<file path="src/verilog/ticc_pkg.sv">
// Shared constants and types of the timer input capture channel block
package ticc_pkg;

   // Channel count, counter and register widths
   localparam int unsigned NUM_CHAN = 6;
   localparam int unsigned CNT_W = 16;
   localparam int unsigned REG_W = 8;
   localparam int unsigned IDX_W = 8;

   // Register indices; byte address is four times the index
   localparam logic [IDX_W-1:0] IDX_CHAN0_CTRL = 8'h26;   // First channel control, channels follow every 3
   localparam logic [IDX_W-1:0] IDX_CHAN_STRIDE = 8'h03;  // Control, value high, value low per channel
   localparam logic [IDX_W-1:0] IDX_VALUE_HIGH_OFS = 8'h01;
   localparam logic [IDX_W-1:0] IDX_VALUE_LOW_OFS = 8'h02;
   localparam logic [IDX_W-1:0] IDX_CHAN2_VALUE_HIGH = 8'h2d;
   localparam logic [IDX_W-1:0] IDX_CHAN2_VALUE_LOW = 8'h2e;
   localparam logic [IDX_W-1:0] IDX_CHAN3_STATUS_CONTROL = 8'h2f;
   localparam logic [IDX_W-1:0] IDX_CHAN3_VALUE_HIGH = 8'h30;
   localparam logic [IDX_W-1:0] IDX_CHAN3_VALUE_LOW = 8'h31;
   localparam logic [IDX_W-1:0] IDX_CHAN4_STATUS_CONTROL = 8'h32;
   localparam logic [IDX_W-1:0] IDX_CHAN4_VALUE_HIGH = 8'h33;
   localparam logic [IDX_W-1:0] IDX_CHAN4_VALUE_LOW = 8'h34;
   localparam logic [IDX_W-1:0] IDX_CHAN5_STATUS_CONTROL = 8'h35;
   localparam logic [IDX_W-1:0] IDX_CHAN5_VALUE_HIGH = 8'h36;
   localparam logic [IDX_W-1:0] IDX_CHAN5_VALUE_LOW = 8'h37;
   localparam logic [IDX_W-1:0] IDX_TIMER_CONFIG = 8'h40;  // Prescale select in bits 2..0
   localparam logic [IDX_W-1:0] IDX_COUNTER = 8'h41;       // Counter value, read only
   localparam logic [IDX_W-1:0] IDX_EVENT_STATUS = 8'h42;  // Sticky capture events, write one to clear
   localparam logic [IDX_W-1:0] IDX_EVENT_MASK = 8'h43;    // Event interrupt mask

   // Control register field positions
   localparam int unsigned BIT_FLAG = 7;
   localparam int unsigned BIT_IRQ_EN = 6;
   localparam int unsigned BIT_MODE_HI = 5;

   // Reset values
   localparam logic [REG_W-1:0] CTRL_RESET = 8'h00;
   localparam logic [2:0] PRESCALE_RESET = 3'h0;
   localparam logic [CNT_W-1:0] COUNTER_RESET = 16'h0000;
   localparam logic [NUM_CHAN-1:0] EVENT_RESET = 6'h00;

   // Prescaler: seven divided rates, the eighth code takes the external clock
   localparam int unsigned DIV_W = 6;
   localparam logic [2:0] PRESCALE_EXT = 3'h7;

   // AHB-Lite encodings
   localparam logic [1:0] HTRANS_NONSEQ = 2'h2;
   localparam logic [2:0] HSIZE_WORD = 3'h2;

   // Channel status and control register layout
   typedef struct packed {
      logic flag;         // Capture event flag
      logic irq_en;       // Channel interrupt enable
      logic mode_sel_hi;  // Mode select high (even channels only)
      logic mode_sel_lo;  // Mode select low
      logic edge_sel_hi;  // Falling edge select
      logic edge_sel_lo;  // Rising edge select
      logic toggle_on_wrap;
      logic full_duty;
   } ticc_chan_ctrl_t;

endpackage
</file>
<file path="src/verilog/ticc_capture_timer.sv">
// Timer slice: prescaler, shared counter, six capture channels, AHB-Lite registers
`timescale 1ns/1ps

module ticc_capture_timer (
   // Clock and reset
   input wire logic clk_sys_in,
   input wire logic rst_in,
   // AHB-Lite slave
   input wire logic hsel_in,
   input wire logic [31:0] haddr_in,
   input wire logic [1:0] htrans_in,
   input wire logic hwrite_in,
   input wire logic [2:0] hsize_in,
   input wire logic [31:0] hwdata_in,
   input wire logic hready_in,
   output logic [31:0] hrdata_out,
   output logic hreadyout_out,
   output logic hresp_out,
   // Pins
   input wire logic [ticc_pkg::NUM_CHAN-1:0] chan_pin_in,
   input wire logic ext_timer_clock_pin_in,
   // Interrupt
   output logic irq_out
);

   // Bus data phase state
   logic wr_pend_q;                          // Write waiting for its data phase
   logic [ticc_pkg::IDX_W-1:0] addr_q;       // Index latched in address phase

   // Timer state
   logic [ticc_pkg::DIV_W-1:0] div_q;        // Free divider feeding the prescaler
   logic [2:0] prescale_select_q;            // Counter rate select
   logic [ticc_pkg::CNT_W-1:0] cnt_q;        // Shared free-running counter
   logic [2:0] ext_sync_q;                   // External clock sync and edge history

   // Channel state
   ticc_pkg::ticc_chan_ctrl_t ctrl_q [ticc_pkg::NUM_CHAN];
   logic [ticc_pkg::CNT_W-1:0] val_q [ticc_pkg::NUM_CHAN];
   logic [ticc_pkg::NUM_CHAN-1:0] pin_s1_q;  // First sync stage, read only by the second
   logic [ticc_pkg::NUM_CHAN-1:0] pin_s2_q;  // Synchronised pin level
   logic [ticc_pkg::NUM_CHAN-1:0] pin_s3_q;  // Previous synchronised level

   // Interrupt status and mask
   logic [ticc_pkg::NUM_CHAN-1:0] evt_stat_q;
   logic [ticc_pkg::NUM_CHAN-1:0] evt_mask_q;

   // Decode of the address phase
   wire addr_take = hsel_in & htrans_in[1] & hready_in;
   wire [ticc_pkg::IDX_W-1:0] addr_idx = haddr_in[9:2];
   wire [ticc_pkg::REG_W-1:0] wbyte = hwdata_in[7:0];
   wire wr_cfg = wr_pend_q & (addr_q == ticc_pkg::IDX_TIMER_CONFIG);
   wire wr_stat = wr_pend_q & (addr_q == ticc_pkg::IDX_EVENT_STATUS);
   wire wr_mask = wr_pend_q & (addr_q == ticc_pkg::IDX_EVENT_MASK);

   // Slave never stalls and always answers OKAY
   assign hreadyout_out = 1'b1;
   assign hresp_out = 1'b0;

   // Latch the address phase; a write completes in the following cycle
   always_ff @(posedge clk_sys_in) begin
      if (rst_in) begin
         wr_pend_q <= 1'b0;
         addr_q <= 8'h00;
      end else begin
         wr_pend_q <= addr_take & hwrite_in;
         if (addr_take) begin
            addr_q <= addr_idx;
         end
      end
   end

   // Prescaler taps: code n ticks once every 2^n cycles
   wire [ticc_pkg::DIV_W-1:0] div_mask = ticc_pkg::DIV_W'((7'h01 << prescale_select_q) - 7'h01);
   wire ext_edge = ext_sync_q[1] & ~ext_sync_q[2];
   wire div_tick = ((div_q & div_mask) == div_mask);
   wire cnt_tick = (prescale_select_q == ticc_pkg::PRESCALE_EXT) ? ext_edge : div_tick;

   // Divider runs freely so every rate stays phase-locked to the bus clock
   always_ff @(posedge clk_sys_in) begin
      if (rst_in) begin
         div_q <= 6'h00;
         ext_sync_q <= 3'h0;
      end else begin
         div_q <= div_q + 6'h01;
         ext_sync_q <= {ext_sync_q[1:0], ext_timer_clock_pin_in};
      end
   end

   // Timer configuration register
   always_ff @(posedge clk_sys_in) begin
      if (rst_in) begin
         prescale_select_q <= ticc_pkg::PRESCALE_RESET;
      end else if (wr_cfg) begin
         prescale_select_q <= wbyte[2:0];
      end
   end

   // One counter serves every channel; it wraps at full scale
   always_ff @(posedge clk_sys_in) begin
      if (rst_in) begin
         cnt_q <= ticc_pkg::COUNTER_RESET;
      end else if (cnt_tick) begin
         cnt_q <= cnt_q + 16'h0001;
      end
   end

   // Pin synchronisers; the third stage only remembers the last synced level
   always_ff @(posedge clk_sys_in) begin
      if (rst_in) begin
         pin_s1_q <= 6'h00;
         pin_s2_q <= 6'h00;
         pin_s3_q <= 6'h00;
      end else begin
         pin_s1_q <= chan_pin_in;
         pin_s2_q <= pin_s1_q;
         pin_s3_q <= pin_s2_q;
      end
   end

   // Per-channel decode, capture qualification and register storage
   logic [ticc_pkg::NUM_CHAN-1:0] cap_evt;
   logic [ticc_pkg::NUM_CHAN-1:0] flag_irq;
   logic [ticc_pkg::REG_W-1:0] ctrl_view [ticc_pkg::NUM_CHAN];

   for (genvar ch = 0; ch < ticc_pkg::NUM_CHAN; ch++) begin : g_chan
      // Register indices of this channel
      localparam logic [ticc_pkg::IDX_W-1:0] IDX_C = ticc_pkg::IDX_W'(ticc_pkg::IDX_CHAN0_CTRL
         + ch * ticc_pkg::IDX_CHAN_STRIDE);
      localparam logic [ticc_pkg::IDX_W-1:0] IDX_H = ticc_pkg::IDX_W'(IDX_C + ticc_pkg::IDX_VALUE_HIGH_OFS);
      localparam logic [ticc_pkg::IDX_W-1:0] IDX_L = ticc_pkg::IDX_W'(IDX_C + ticc_pkg::IDX_VALUE_LOW_OFS);
      localparam bit HAS_MODE_HI = (ch % 2) == 0;

      wire wr_c = wr_pend_q & (addr_q == IDX_C);
      wire wr_h = wr_pend_q & (addr_q == IDX_H);
      wire wr_l = wr_pend_q & (addr_q == IDX_L);
      wire rise = pin_s2_q[ch] & ~pin_s3_q[ch];
      wire fall = ~pin_s2_q[ch] & pin_s3_q[ch];
      // Any mode bit set means output work, so pin edges are not captures
      wire in_capture = ~ctrl_q[ch].mode_sel_hi & ~ctrl_q[ch].mode_sel_lo;
      // Rising edge on the low select, falling on the high select, both when both set
      assign cap_evt[ch] = in_capture & ((ctrl_q[ch].edge_sel_lo & rise)
         | (ctrl_q[ch].edge_sel_hi & fall));
      assign flag_irq[ch] = ctrl_q[ch].flag & ctrl_q[ch].irq_en;
      // Odd channels read bit 5 as zero; the flop is held at zero too
      assign ctrl_view[ch] = ctrl_q[ch];

      // Control: flag set by capture wins over a clearing write
      always_ff @(posedge clk_sys_in) begin
         if (rst_in) begin
            ctrl_q[ch] <= ticc_pkg::CTRL_RESET;
         end else begin
            if (wr_c) begin
               ctrl_q[ch] <= wbyte;
               ctrl_q[ch].flag <= ctrl_q[ch].flag & wbyte[ticc_pkg::BIT_FLAG];
               ctrl_q[ch].mode_sel_hi <= HAS_MODE_HI & wbyte[ticc_pkg::BIT_MODE_HI];
            end
            if (cap_evt[ch]) begin
               ctrl_q[ch].flag <= 1'b1;
            end
         end
      end

      // Value pair has no reset; capture loads both bytes at once and beats a write
      always_ff @(posedge clk_sys_in) begin
         if (cap_evt[ch]) begin
            val_q[ch] <= cnt_q;
         end else begin
            if (wr_h) begin
               val_q[ch][15:8] <= wbyte;
            end
            if (wr_l) begin
               val_q[ch][7:0] <= wbyte;
            end
         end
      end
   end

   // Event status: set wins over write-one-to-clear
   always_ff @(posedge clk_sys_in) begin
      if (rst_in) begin
         evt_stat_q <= ticc_pkg::EVENT_RESET;
         evt_mask_q <= ticc_pkg::EVENT_RESET;
      end else begin
         evt_stat_q <= (evt_stat_q & ~({6{wr_stat}} & wbyte[5:0])) | cap_evt;
         if (wr_mask) begin
            evt_mask_q <= wbyte[5:0];
         end
      end
   end

   // Interrupt: any enabled channel flag or any unmasked event
   always_ff @(posedge clk_sys_in) begin
      if (rst_in) begin
         irq_out <= 1'b0;
      end else begin
         irq_out <= (|flag_irq) | (|(evt_stat_q & evt_mask_q));
      end
   end

   // Read mux in the data phase, from the latched index; unmapped reads zero
   always_comb begin
      hrdata_out = 32'h0000_0000;
      for (int ch = 0; ch < ticc_pkg::NUM_CHAN; ch++) begin
         if (addr_q == ticc_pkg::IDX_W'(ticc_pkg::IDX_CHAN0_CTRL + ch * ticc_pkg::IDX_CHAN_STRIDE)) begin
            hrdata_out[7:0] = ctrl_view[ch];
         end
         if (addr_q == ticc_pkg::IDX_W'(ticc_pkg::IDX_CHAN0_CTRL + ch * ticc_pkg::IDX_CHAN_STRIDE
               + ticc_pkg::IDX_VALUE_HIGH_OFS)) begin
            hrdata_out[7:0] = val_q[ch][15:8];
         end
         if (addr_q == ticc_pkg::IDX_W'(ticc_pkg::IDX_CHAN0_CTRL + ch * ticc_pkg::IDX_CHAN_STRIDE
               + ticc_pkg::IDX_VALUE_LOW_OFS)) begin
            hrdata_out[7:0] = val_q[ch][7:0];
         end
      end
      case (addr_q)
         ticc_pkg::IDX_TIMER_CONFIG: begin
            hrdata_out[2:0] = prescale_select_q;
         end
         ticc_pkg::IDX_COUNTER: begin
            hrdata_out[15:0] = cnt_q;
         end
         ticc_pkg::IDX_EVENT_STATUS: begin
            hrdata_out[5:0] = evt_stat_q;
         end
         ticc_pkg::IDX_EVENT_MASK: begin
            hrdata_out[5:0] = evt_mask_q;
         end
         default: begin
            hrdata_out[31:16] = 16'h0000;
         end
      endcase
   end
endmodule

</file>
<file path="config.mk">
export PLATFORM = sky130hd
export DESIGN_NAME = ticc_capture_timer
export DESIGN_NICKNAME = d
export VERILOG_FILES = /design/src/verilog/ticc_pkg.sv /design/src/verilog/ticc_capture_timer.sv
export SDC_FILE = /design/constraint.sdc
export NUM_CORES = 1
export LEC_CHECK = 0
export ABC_AREA = 0
export ABC_CLOCK_PERIOD_IN_PS = 2200
export BUFFER_PORTS_ARGS = -buffer_cell sky130_fd_sc_hd__buf_2
export CAP_MARGIN = 10
export CORE_MARGIN = 2
export CORE_UTILIZATION = 54
export DETAILED_ROUTE_END_ITERATION = 16
export GPL_ROUTABILITY_DRIVEN = 0
export HOLD_SLACK_MARGIN = 0.06
export PLACE_DENSITY = 0.77
export SLEW_MARGIN = 30
export SYNTH_ARGS = -nofsm -noshare
export SYNTH_HDL_FRONTEND = slang
export SYNTH_SLANG_ARGS = --single-unit
</file>
<file path="constraint.sdc">
create_clock -name clk_sys_in -period 2.2 [get_ports clk_sys_in]
set_input_delay 0.33 -clock clk_sys_in [delete_from_list [all_inputs] [get_ports clk_sys_in]]
set_output_delay 0.33 -clock clk_sys_in [all_outputs]
set_load 0.02 [all_outputs]
</file>
Yosys cells after proc, flatten, opt, wreduce, memory -nomap -nowiden
Memories as Yosys holds them, arrays and structs flattened.
Cells that the tools add are included.
{"block": "totals", "memories": 2, "output_inout_bits": 35, "reg_bits": 68, "ramBits": 144}
{"block": "op_classes", "bitwise": 147, "add_sub_neg": 3, "n_reduce_logical": 2, "muxes": 138, "shift": 1, "n_eq_ne": 24}
{"memory": "val_q", "words": 6, "word_bits": 16, "read_ports": 6, "rd_clocked_by_memory_dff": 0, "wr": 6, "line": "ticc_capture_timer.sv:38", "source": "logic [ticc_pkg::CNT_W-1:0] val_q [ticc_pkg::NUM_CHAN];"}
{"memory": "ctrl_q", "words": 6, "word_bits": 8, "read_ports": 6, "rd_clocked_by_memory_dff": 0, "wr": 6, "line": "ticc_capture_timer.sv:37", "source": "ticc_pkg::ticc_chan_ctrl_t ctrl_q [ticc_pkg::NUM_CHAN];"}
{"cell": "8-bit 2-to-1 mux", "n": 36}
{"cell": "8-bit by 6-bit == test with 1-bit output (second input constant)", "n": 18}
{"cell": "1-bit 2-to-1 mux", "n": 99}
{"cell": "1-bit bitwise AND", "n": 73}
{"cell": "1-bit bitwise OR", "n": 43}
{"cell": "8-bit by 7-bit == test with 1-bit output (second input constant)", "n": 4}
{"cell": "1-bit inverter", "n": 25}
{"cell": "6-bit bitwise AND", "n": 4}
{"cell": "16-bit by 1-bit adder with 16-bit output (second input constant)", "n": 1}
{"cell": "3-bit case mux with 4 select lines", "n": 1}
{"cell": "6-bit OR reduction", "n": 2}
{"cell": "10-bit 2-to-1 mux", "n": 1}
{"cell": "3-bit case mux with 3 select lines", "n": 1}
{"cell": "6-bit by 1-bit adder with 6-bit output (second input constant)", "n": 1}
{"cell": "6-bit == test", "n": 1}
{"cell": "6-bit inverter", "n": 1}
{"cell": "6-bit bitwise OR", "n": 1}
{"cell": "1-bit by 3-bit << shifter with 6-bit output (first input constant)", "n": 1}
{"cell": "6-bit by 1-bit subtractor with 6-bit output (second input constant)", "n": 1}
{"cell": "3-bit == test (second input constant)", "n": 1}

Longest topological paths before layout
Gate-level depths: netlist (run 1).
{"block": "logic_depth", "word_depth": 20, "mapped_depth": 9}

Worst setup path after synthesis (run 1)
Ideal clock, no wire load.
{"block": "synth_path", "kind": "reg-to-output", "start": "register addr_q[1] (netlist bit)", "end": "output hrdata_out[2]", "slack_ps": -83, "path_stages_with_launch": 9, "arrival_time_ps": 1953, "required_ps": 1870, "path_cell_list": "dfxtp_1 buf_4 buf_2 nor3b_1 a221oi_1 a2bb2oi_1 o221ai_1 a21oi_1 o21ai_0"}
{"block": "synth_via", "elab_chain_len": 20, "elab_cells_between_ends": 41}
{"element": "start: declaration", "line": "ticc_capture_timer.sv:28", "source": "logic [ticc_pkg::IDX_W-1:0] addr_q;"}
{"element": "start signal: assignment", "line": "ticc_capture_timer.sv:67", "source": "addr_q <= addr_idx;"}
{"element": "8-bit by 6-bit == test with 1-bit output", "line": "ticc_capture_timer.sv:204", "source": "if (addr_q == ticc_pkg::IDX_W'(ticc_pkg::IDX_CHAN0_CTRL + ch * ticc_pkg::IDX_CHAN_STRIDE)) begin"}
{"element": "8-bit 2-to-1 mux", "line": "ticc_capture_timer.sv:204"}
{"element": "8-bit 2-to-1 mux", "line": "ticc_capture_timer.sv:207", "source": "if (addr_q == ticc_pkg::IDX_W'(ticc_pkg::IDX_CHAN0_CTRL + ch * ticc_pkg::IDX_CHAN_STRIDE"}
{"element": "8-bit 2-to-1 mux", "line": "ticc_capture_timer.sv:211", "source": "if (addr_q == ticc_pkg::IDX_W'(ticc_pkg::IDX_CHAN0_CTRL + ch * ticc_pkg::IDX_CHAN_STRIDE"}
{"element": "8-bit 2-to-1 mux", "line": "ticc_capture_timer.sv:204"}
{"element": "8-bit 2-to-1 mux", "line": "ticc_capture_timer.sv:207"}
{"element": "8-bit 2-to-1 mux", "line": "ticc_capture_timer.sv:211"}
{"element": "8-bit 2-to-1 mux", "line": "ticc_capture_timer.sv:204"}
{"element": "(+4 left out)"}
{"element": "8-bit 2-to-1 mux", "line": "ticc_capture_timer.sv:211"}
{"element": "8-bit 2-to-1 mux", "line": "ticc_capture_timer.sv:204"}
{"element": "8-bit 2-to-1 mux", "line": "ticc_capture_timer.sv:207"}
{"element": "8-bit 2-to-1 mux", "line": "ticc_capture_timer.sv:211"}
{"element": "8-bit 2-to-1 mux", "line": "ticc_capture_timer.sv:204"}
{"element": "8-bit 2-to-1 mux", "line": "ticc_capture_timer.sv:207"}
{"element": "8-bit 2-to-1 mux", "line": "ticc_capture_timer.sv:211"}
{"element": "3-bit case mux with 4 select lines (*)", "line": "ticc_capture_timer.sv:216", "source": "case (addr_q)"}
{"element": "end: declaration", "line": "ticc_capture_timer.sv:16", "source": "output logic [31:0] hrdata_out,"}
Mark *: on every way between the ends. The rest lies on a longest branch, timed or not.

Final worst setup path (run 1)
{"block": "layout_path", "start": "register addr_q[4] (netlist bit)", "end": "output hrdata_out[7]"}
{"block": "layout_via", "elab_chain_len": 20, "elab_cells_between_ends": 38}
{"element": "8-bit by 6-bit == test with 1-bit output", "line": "ticc_capture_timer.sv:204"}
{"element": "8-bit 2-to-1 mux", "line": "ticc_capture_timer.sv:204"}
{"element": "8-bit 2-to-1 mux", "line": "ticc_capture_timer.sv:207"}
{"element": "8-bit 2-to-1 mux", "line": "ticc_capture_timer.sv:211"}
{"element": "8-bit 2-to-1 mux", "line": "ticc_capture_timer.sv:204"}
{"element": "8-bit 2-to-1 mux", "line": "ticc_capture_timer.sv:207"}
{"element": "8-bit 2-to-1 mux", "line": "ticc_capture_timer.sv:211"}
{"element": "8-bit 2-to-1 mux", "line": "ticc_capture_timer.sv:204"}
{"element": "(+4 left out)"}
{"element": "8-bit 2-to-1 mux", "line": "ticc_capture_timer.sv:211"}
{"element": "8-bit 2-to-1 mux", "line": "ticc_capture_timer.sv:204"}
{"element": "8-bit 2-to-1 mux", "line": "ticc_capture_timer.sv:207"}
{"element": "8-bit 2-to-1 mux", "line": "ticc_capture_timer.sv:211"}
{"element": "8-bit 2-to-1 mux", "line": "ticc_capture_timer.sv:204"}
{"element": "8-bit 2-to-1 mux", "line": "ticc_capture_timer.sv:207"}
{"element": "8-bit 2-to-1 mux", "line": "ticc_capture_timer.sv:211"}
{"element": "10-bit 2-to-1 mux (*)", "line": "ticc_capture_timer.sv:216"}
Marked as above.

==> results of run 1 <==
path summary, 6_finish.rpt:
kind | start | cells past startpoint | end
worst max-delay path | addr_q[4] | 9 | hrdata_out[7]
worst min register to register | pin_s1_q[0] | 1 | pin_s2_q[0]
worst max register to register | addr_q[4] | 8 | evt_stat_q[3]
worst min-delay path | chan_pin_in[3] | 2 | pin_s1_q[3]
sequential cells by signal, indices dropped and copies added (netlist names):
register / cells
evt_stat_q: 6
prescale_select_q: 3
div_q: 6
ext_sync_q: 3
irq_out: 1
pin_s2_q: 6
wr_pend_q: 1
pin_s1_q: 6
ctrl_q: 45
pin_s3_q: 6
val_q: 96
evt_mask_q: 6
cnt_q: 16
addr_q: 8
metal layers:
metal / track usage / up-vias
li1: - / 3969
met1: 0.449 / 4416
met2: 0.501 / 788
met3: 0.0878 / 214
met4: 0.194 / 0
met5: 0 / -
power breakdown:
group / total (mW) / switching (mW) / internal [mW]
combinational: 0.585 / 0.365 / 0.221
clock: 3.66 / 1.61 / 2.05
sequential: 4.32 / 0.0766 / 4.25
total: 8.57 / 2.05 / 6.52
kinds of logic after synthesis:
group	after synthesis	share of synthesized area
buffers and inverters	99	0.0445
multiplexers	133	0.138
AO/OA/AOI/OAI	198	0.118
AND/OR/NAND/NOR	335	0.172
adder cells (fa/ha/maj)	2	0.00229
other	2	0.000687
flip-flops	209	0.512
XOR/XNOR	16	0.0128
synthesized netlist by cell type, drive strengths merged (11+ instances only):
master  instances  area, um^2
edfxtp        141        4230
mux2          100        1130
nand2          76         285
dfxtp          68        1360
nor2           67         272
buf            58         333
a21oi          50         254
and2           50         313
o21ai          49         245
clkbuf         36         135
nor2b          35         219
mux2i          29         290
nand3          25         135
nor3           16         118
o22ai          13        81.3
nand2b         12        75.1
xnor2          12         105
a221oi         11         103
per-stage QoR:
stage	hold WS, ns	cells	total power [mW]	worst slack [ns]	util
after detailed placement	0.423	1386	4.91	-0.290	0.616
after global routing	0.0694	1442	8.78	-0.754	0.689
after floorplan	0.414	1010	4.69	-0.0402	-
after global placement	0.421	1386	4.90	-0.263	0.616
after CTS	0.0624	1437	8.54	-0.646	0.672
final	0.0530	1442	8.57	-0.723	0.689
layout make-up:
cell class,instances,area [um^2]
Tap cell,270,338
Fill cell,1403,6220
Clock buffer,28,626
Sequential cell,209,5620
Clock inverter,13,90.1
Inverter,5,22.5
Multi-Input combinational cell,702,5330
Timing Repair Buffer,215,1790
repair_timing:
action	4_1_cts	5_1_grt
pin swaps	19	25
setup endpoints to repair	82	104
gates cloned	0	0
gates resized for setup	96	80
hold buffers	8	0
setup buffers	3	6
hold endpoints to repair	8	0
==> impl_metrics.env, run 1 <==
export IMPL_drc=0
export IMPL_dieHeight_um=146
export IMPL_synth_cell_types=76
export IMPL_setup_tns_ns=-8.87
export IMPL_clock_skew_ns=0.0158
export IMPL_power_density_nw_per_um2=620
export IMPL_cap_violations=0
export IMPL_drt_total_wl_um=37100
export IMPL_drt_iter0_drc=1550
export IMPL_die_area_um2=21400
export IMPL_syn_inst=994
export IMPL_syn_area_um2=10900
export IMPL_hold_viol=0
export IMPL_hold_class="input pin to flop"
export IMPL_dp_hpwl_um=24400
export IMPL_critical_path_top_delay_family="simple AND/OR/NAND/NOR gates"
export IMPL_wl_met3_um=5230
export IMPL_ys_seq_area_frac=0.512
export IMPL_synth_edff_count=141
export IMPL_stdcell_area_um2=13800
export IMPL_num_io_pins=116
export IMPL_highest_layer="met4"
export IMPL_worst_path_max_delay_cell="or4b_4"
export IMPL_fin_crit_sh=1.33
export IMPL_portBuffers=45
export IMPL_wl_per_cell_um=25.7
export IMPL_syn_avg_cell_area_um2=11.0
export IMPL_path_buf_inv=3
export IMPL_critPathCaptureType="output pin"
export IMPL_grt_pass1_vias=8999
export IMPL_antenna_cells_inserted=0
export IMPL_drive_gt1_frac=0.393
export IMPL_wl_met2_um=15800
export IMPL_failed_checks="negative setup slack"
export IMPL_cts_tree="done"
export IMPL_crit_top_cell="buf_6"
export IMPL_syn2layout_area_growth_pct=26.4
export IMPL_antenna_found_initial=0
export IMPL_initial_core_util=0.546
export IMPL_synth_seq_cells=209
export IMPL_antenna_left=0
export IMPL_via_count=9387
export IMPL_critPathLaunchType="flop"
export IMPL_status="finished with violations"
export IMPL_critPathMaxStageDelay_ns=0.60
export IMPL_layout_commonest_cell="edfxtp_1"
export IMPL_worstSkewPairLatency_ns=0.52
export IMPL_relSlewSlack=0.498
export IMPL_peakVddDrop_v=0.000423
export IMPL_synthArstFlopShare=0
export IMPL_grtUsageTotal=0.337
export IMPL_total_leakage_power_nw=5.19
export IMPL_grt_pass1_wl_um=54300
export IMPL_worst_pin_slew_ns=0.753
export IMPL_cts_root_buf="clkbuf_16"
export IMPL_ys_warn_count=0
export IMPL_finalNetCount=1239
export IMPL_cp_cell_sequence="or4b_4 -> buf_6 -> buf_6 -> nor2_4 -> o21ai_2 -> a32oi_1 -> o21ai_1 -> a21oi_2 -> buf_6"
export IMPL_fin_ws_ns=-0.723
export IMPL_rows=52
export IMPL_placed_area_um2=12300
export IMPL_htreeDepth=1
export IMPL_grt_overflow_total=0
export IMPL_die_w_um=146
export IMPL_finalSetupViolCount=34
export IMPL_core_um2=20000
export IMPL_grt_max_degree=83
export IMPL_period_needed_ns=2.92
export IMPL_max_freq_mhz=342
export IMPL_drv_slew=0
export IMPL_worst_ep_arrival_time_ns=2.59
export IMPL_cts_sinks=209
export IMPL_clk_pin_slew_worst_paths_ns=0.06
export IMPL_vias_per_cell=6.51
export IMPL_wl_met1_um=13400
export IMPL_grt_setup_unrepaired="true"
export IMPL_final_cell_mix="edfxtp_1, buf_4, mux2_2, nand2_1, dfxtp_1"
export IMPL_synthFlopType="edfxtp_1"
export IMPL_cts_buffer_depth=3
export IMPL_first_pass_iters=6
export IMPL_crit_required_ns=1.87
export IMPL_path_max_fanout=5
export IMPL_crit_type="flop to output pin"
export IMPL_rrSetupSlack_ns=-0.09
export IMPL_cts_made_buffers=23
No activity file was read; power rests on OpenSTA's default activity.
==> inputs of run 2 (changes only) <==
ABC_CLOCK_PERIOD_IN_PS = unset   (was 2200)
CORE_MARGIN = 4   (was 2)
HOLD_SLACK_MARGIN = unset   (was 0.06)
==> impl_metrics.env, run 2 (synthesis gave the netlist of run 1 again) <==
export IMPL_clk_pin_slew_worst_paths_ns=0.07
export IMPL_crit_type="flop to output pin"
export IMPL_wl_per_cell_um=26.3
export IMPL_fin_ws_ns=-0.727
export IMPL_drive_gt1_frac=0.383
export IMPL_critPathCaptureType="output pin"
export IMPL_fin_crit_sh=1.33
export IMPL_path_max_fanout=13
export IMPL_peakVddDrop_v=0.000878
export IMPL_regMostFlops="val_q"
export IMPL_grt_max_degree=58
export IMPL_worstSkewPairLatency_ns=0.52
export IMPL_grtUsageTotal=0.323
export IMPL_die_w_um=150
export IMPL_crit_required_ns=1.87
export IMPL_relSlewSlack=0.400
export IMPL_drt_iter0_drc=1756
export IMPL_antenna_found_initial=0
export IMPL_power_density_nw_per_um2=645
export IMPL_vias_per_cell=6.65
export IMPL_status="finished with violations"
export IMPL_period_needed_ns=2.93
export IMPL_p_total_mw=8.92
export IMPL_first_pass_iters=9
export IMPL_max_freq_mhz=342
export IMPL_clock_skew_ns=0.0120
export IMPL_cts_sinks=209
export IMPL_dieHeight_um=150
export IMPL_die_area_um2=22600
export IMPL_syn2layout_area_growth_pct=26.6
export IMPL_core_um2=19700
export IMPL_total_leakage_power_nw=5.20
export IMPL_worst_ep_arrival_time_ns=2.60
export IMPL_failed_checks="negative setup slack"
export IMPL_rows=51
export IMPL_cts_root_buf="clkbuf_16"
export IMPL_drc=0
export IMPL_layout_commonest_cell="edfxtp_1"
export IMPL_htreeDepth=1
export IMPL_cap_violations=0
export IMPL_dp_slack_ns=-0.308
export IMPL_cts_hold_buffers=0
export IMPL_finalNetCount=1224
export IMPL_initial_core_util=0.554
export IMPL_dp_cells=1366
export IMPL_largest_reg_flops=96
export IMPL_dp_hpwl_um=24000
export IMPL_hold_viol=0
export IMPL_grt_overflow_total=0
export IMPL_worst_pin_slew_ns=0.900
export IMPL_drv_slew=0
export IMPL_drt_total_wl_um=37500
export IMPL_antenna_left=0
export IMPL_cts_made_buffers=23
export IMPL_critPathLaunchType="flop"
export IMPL_reg_largest_list="val_q (96), ctrl_q (45), cnt_q (16)"
export IMPL_instances_no_fill=1424
export IMPL_final_cell_mix="edfxtp_1, buf_4, mux2_2, nand2_1"
export IMPL_grt_setup_unrepaired="true"
export IMPL_hold_class="input pin to flop"
export IMPL_cts_buffer_depth=3
export IMPL_cts_tree="done"
export IMPL_grt_pass1_wl_um=54400
export IMPL_grt_pass1_vias=8907
export IMPL_finalSetupViolCount=81
export IMPL_via_count=9468
export IMPL_num_io_pins=116
export IMPL_portBuffers=45
-- run 2: cell count changes in the layout (fill, tap and decap cells not counted), moves of 4 or more --
cell           before  now
buf_4             137  125
dlygate4sd3_1       8    0
dfxtp_2             3    7
dfxtp_4             5    1
nand2_1            65   69
nand2_2             9    5
-- run 2: critical path, cell delays in order, from the launching register on --
cell and delay (ns):
dfxtp_2 0.39, buf_12 0.19, inv_1 0.13, buf_4 0.16, nand2_1 0.09, buf_4 0.20, o22ai_1 0.11, o22ai_1 0.24
o22ai_1 0.15, a31oi_1 0.22, buf_4 0.19
-- run 2: path summary, 6_finish.rpt --
path	start	endpoint	slack, ns	depth (start not counted)
setup / recovery	addr_q[0]	hrdata_out[6]	-0.73	10
hold / removal	chan_pin_in[0]	pin_s1_q[0]	0.02	2
setup reg to reg	addr_q[7]	val_q[0][24]	-0.25	10
hold reg to reg	pin_s1_q[1]	pin_s2_q[1]	0.44	1
-- run 2: area by class of cell --
cell class / instances / area (um^2)
Fill cell: 1302 / 5880
Inverter: 5 / 18.8
Multi-Input combinational cell: 702 / 5390
Tap cell: 265 / 332
Sequential cell: 209 / 5610
Clock buffer: 30 / 642
Clock inverter: 12 / 143
Antenna cell: 1 / 2.50
Timing Repair Buffer: 200 / 1700
-- run 2: what timing repair did --
action / in CTS / in global routing
pin swaps: 24 / 22
buffers inserted: 10 / 8
cloned: 2 / 0
setup endpoints to repair: 93 / 146
hold endpoints to repair: 0 / 0
resized for setup: 115 / 60
-- run 2: stage by stage --
| step | hold slack [ns] | setup TNS [ns] | area [um^2] | utilization |
|---|---|---|---|---|
| 6_report | 0.0210 | -13.30 | 13800 | 0.702 |
| 5_1_grt | 0.0201 | -16.33 | 13800 | 0.702 |
| 4_1_cts | 0.0168 | -9.42 | 13600 | 0.688 |
| 3_5_place_dp | 0.422 | -5.36 | 12200 | 0.620 |
| 3_3_place_gp | 0.418 | -3.72 | 12200 | 0.620 |
| 2_1_floorplan | 0.414 | -0.643 | 11000 | - |
-- run 2: metal layers --
layer	track usage	vias up	share of wire
li1	-	3922	-
met1	0.441	4440	0.35
met2	0.473	852	0.42
met3	0.0990	254	0.15
met4	0.145	0	0.073
met5	0	-	0
-- run 2: report_power, final --
part           internal [mW]  switching [mW]  leakage, nW
clock network           2.41            1.60        0.388
logic                  0.212           0.371         2.89
registers               4.25          0.0804         1.92
total                   6.88            2.05         5.20
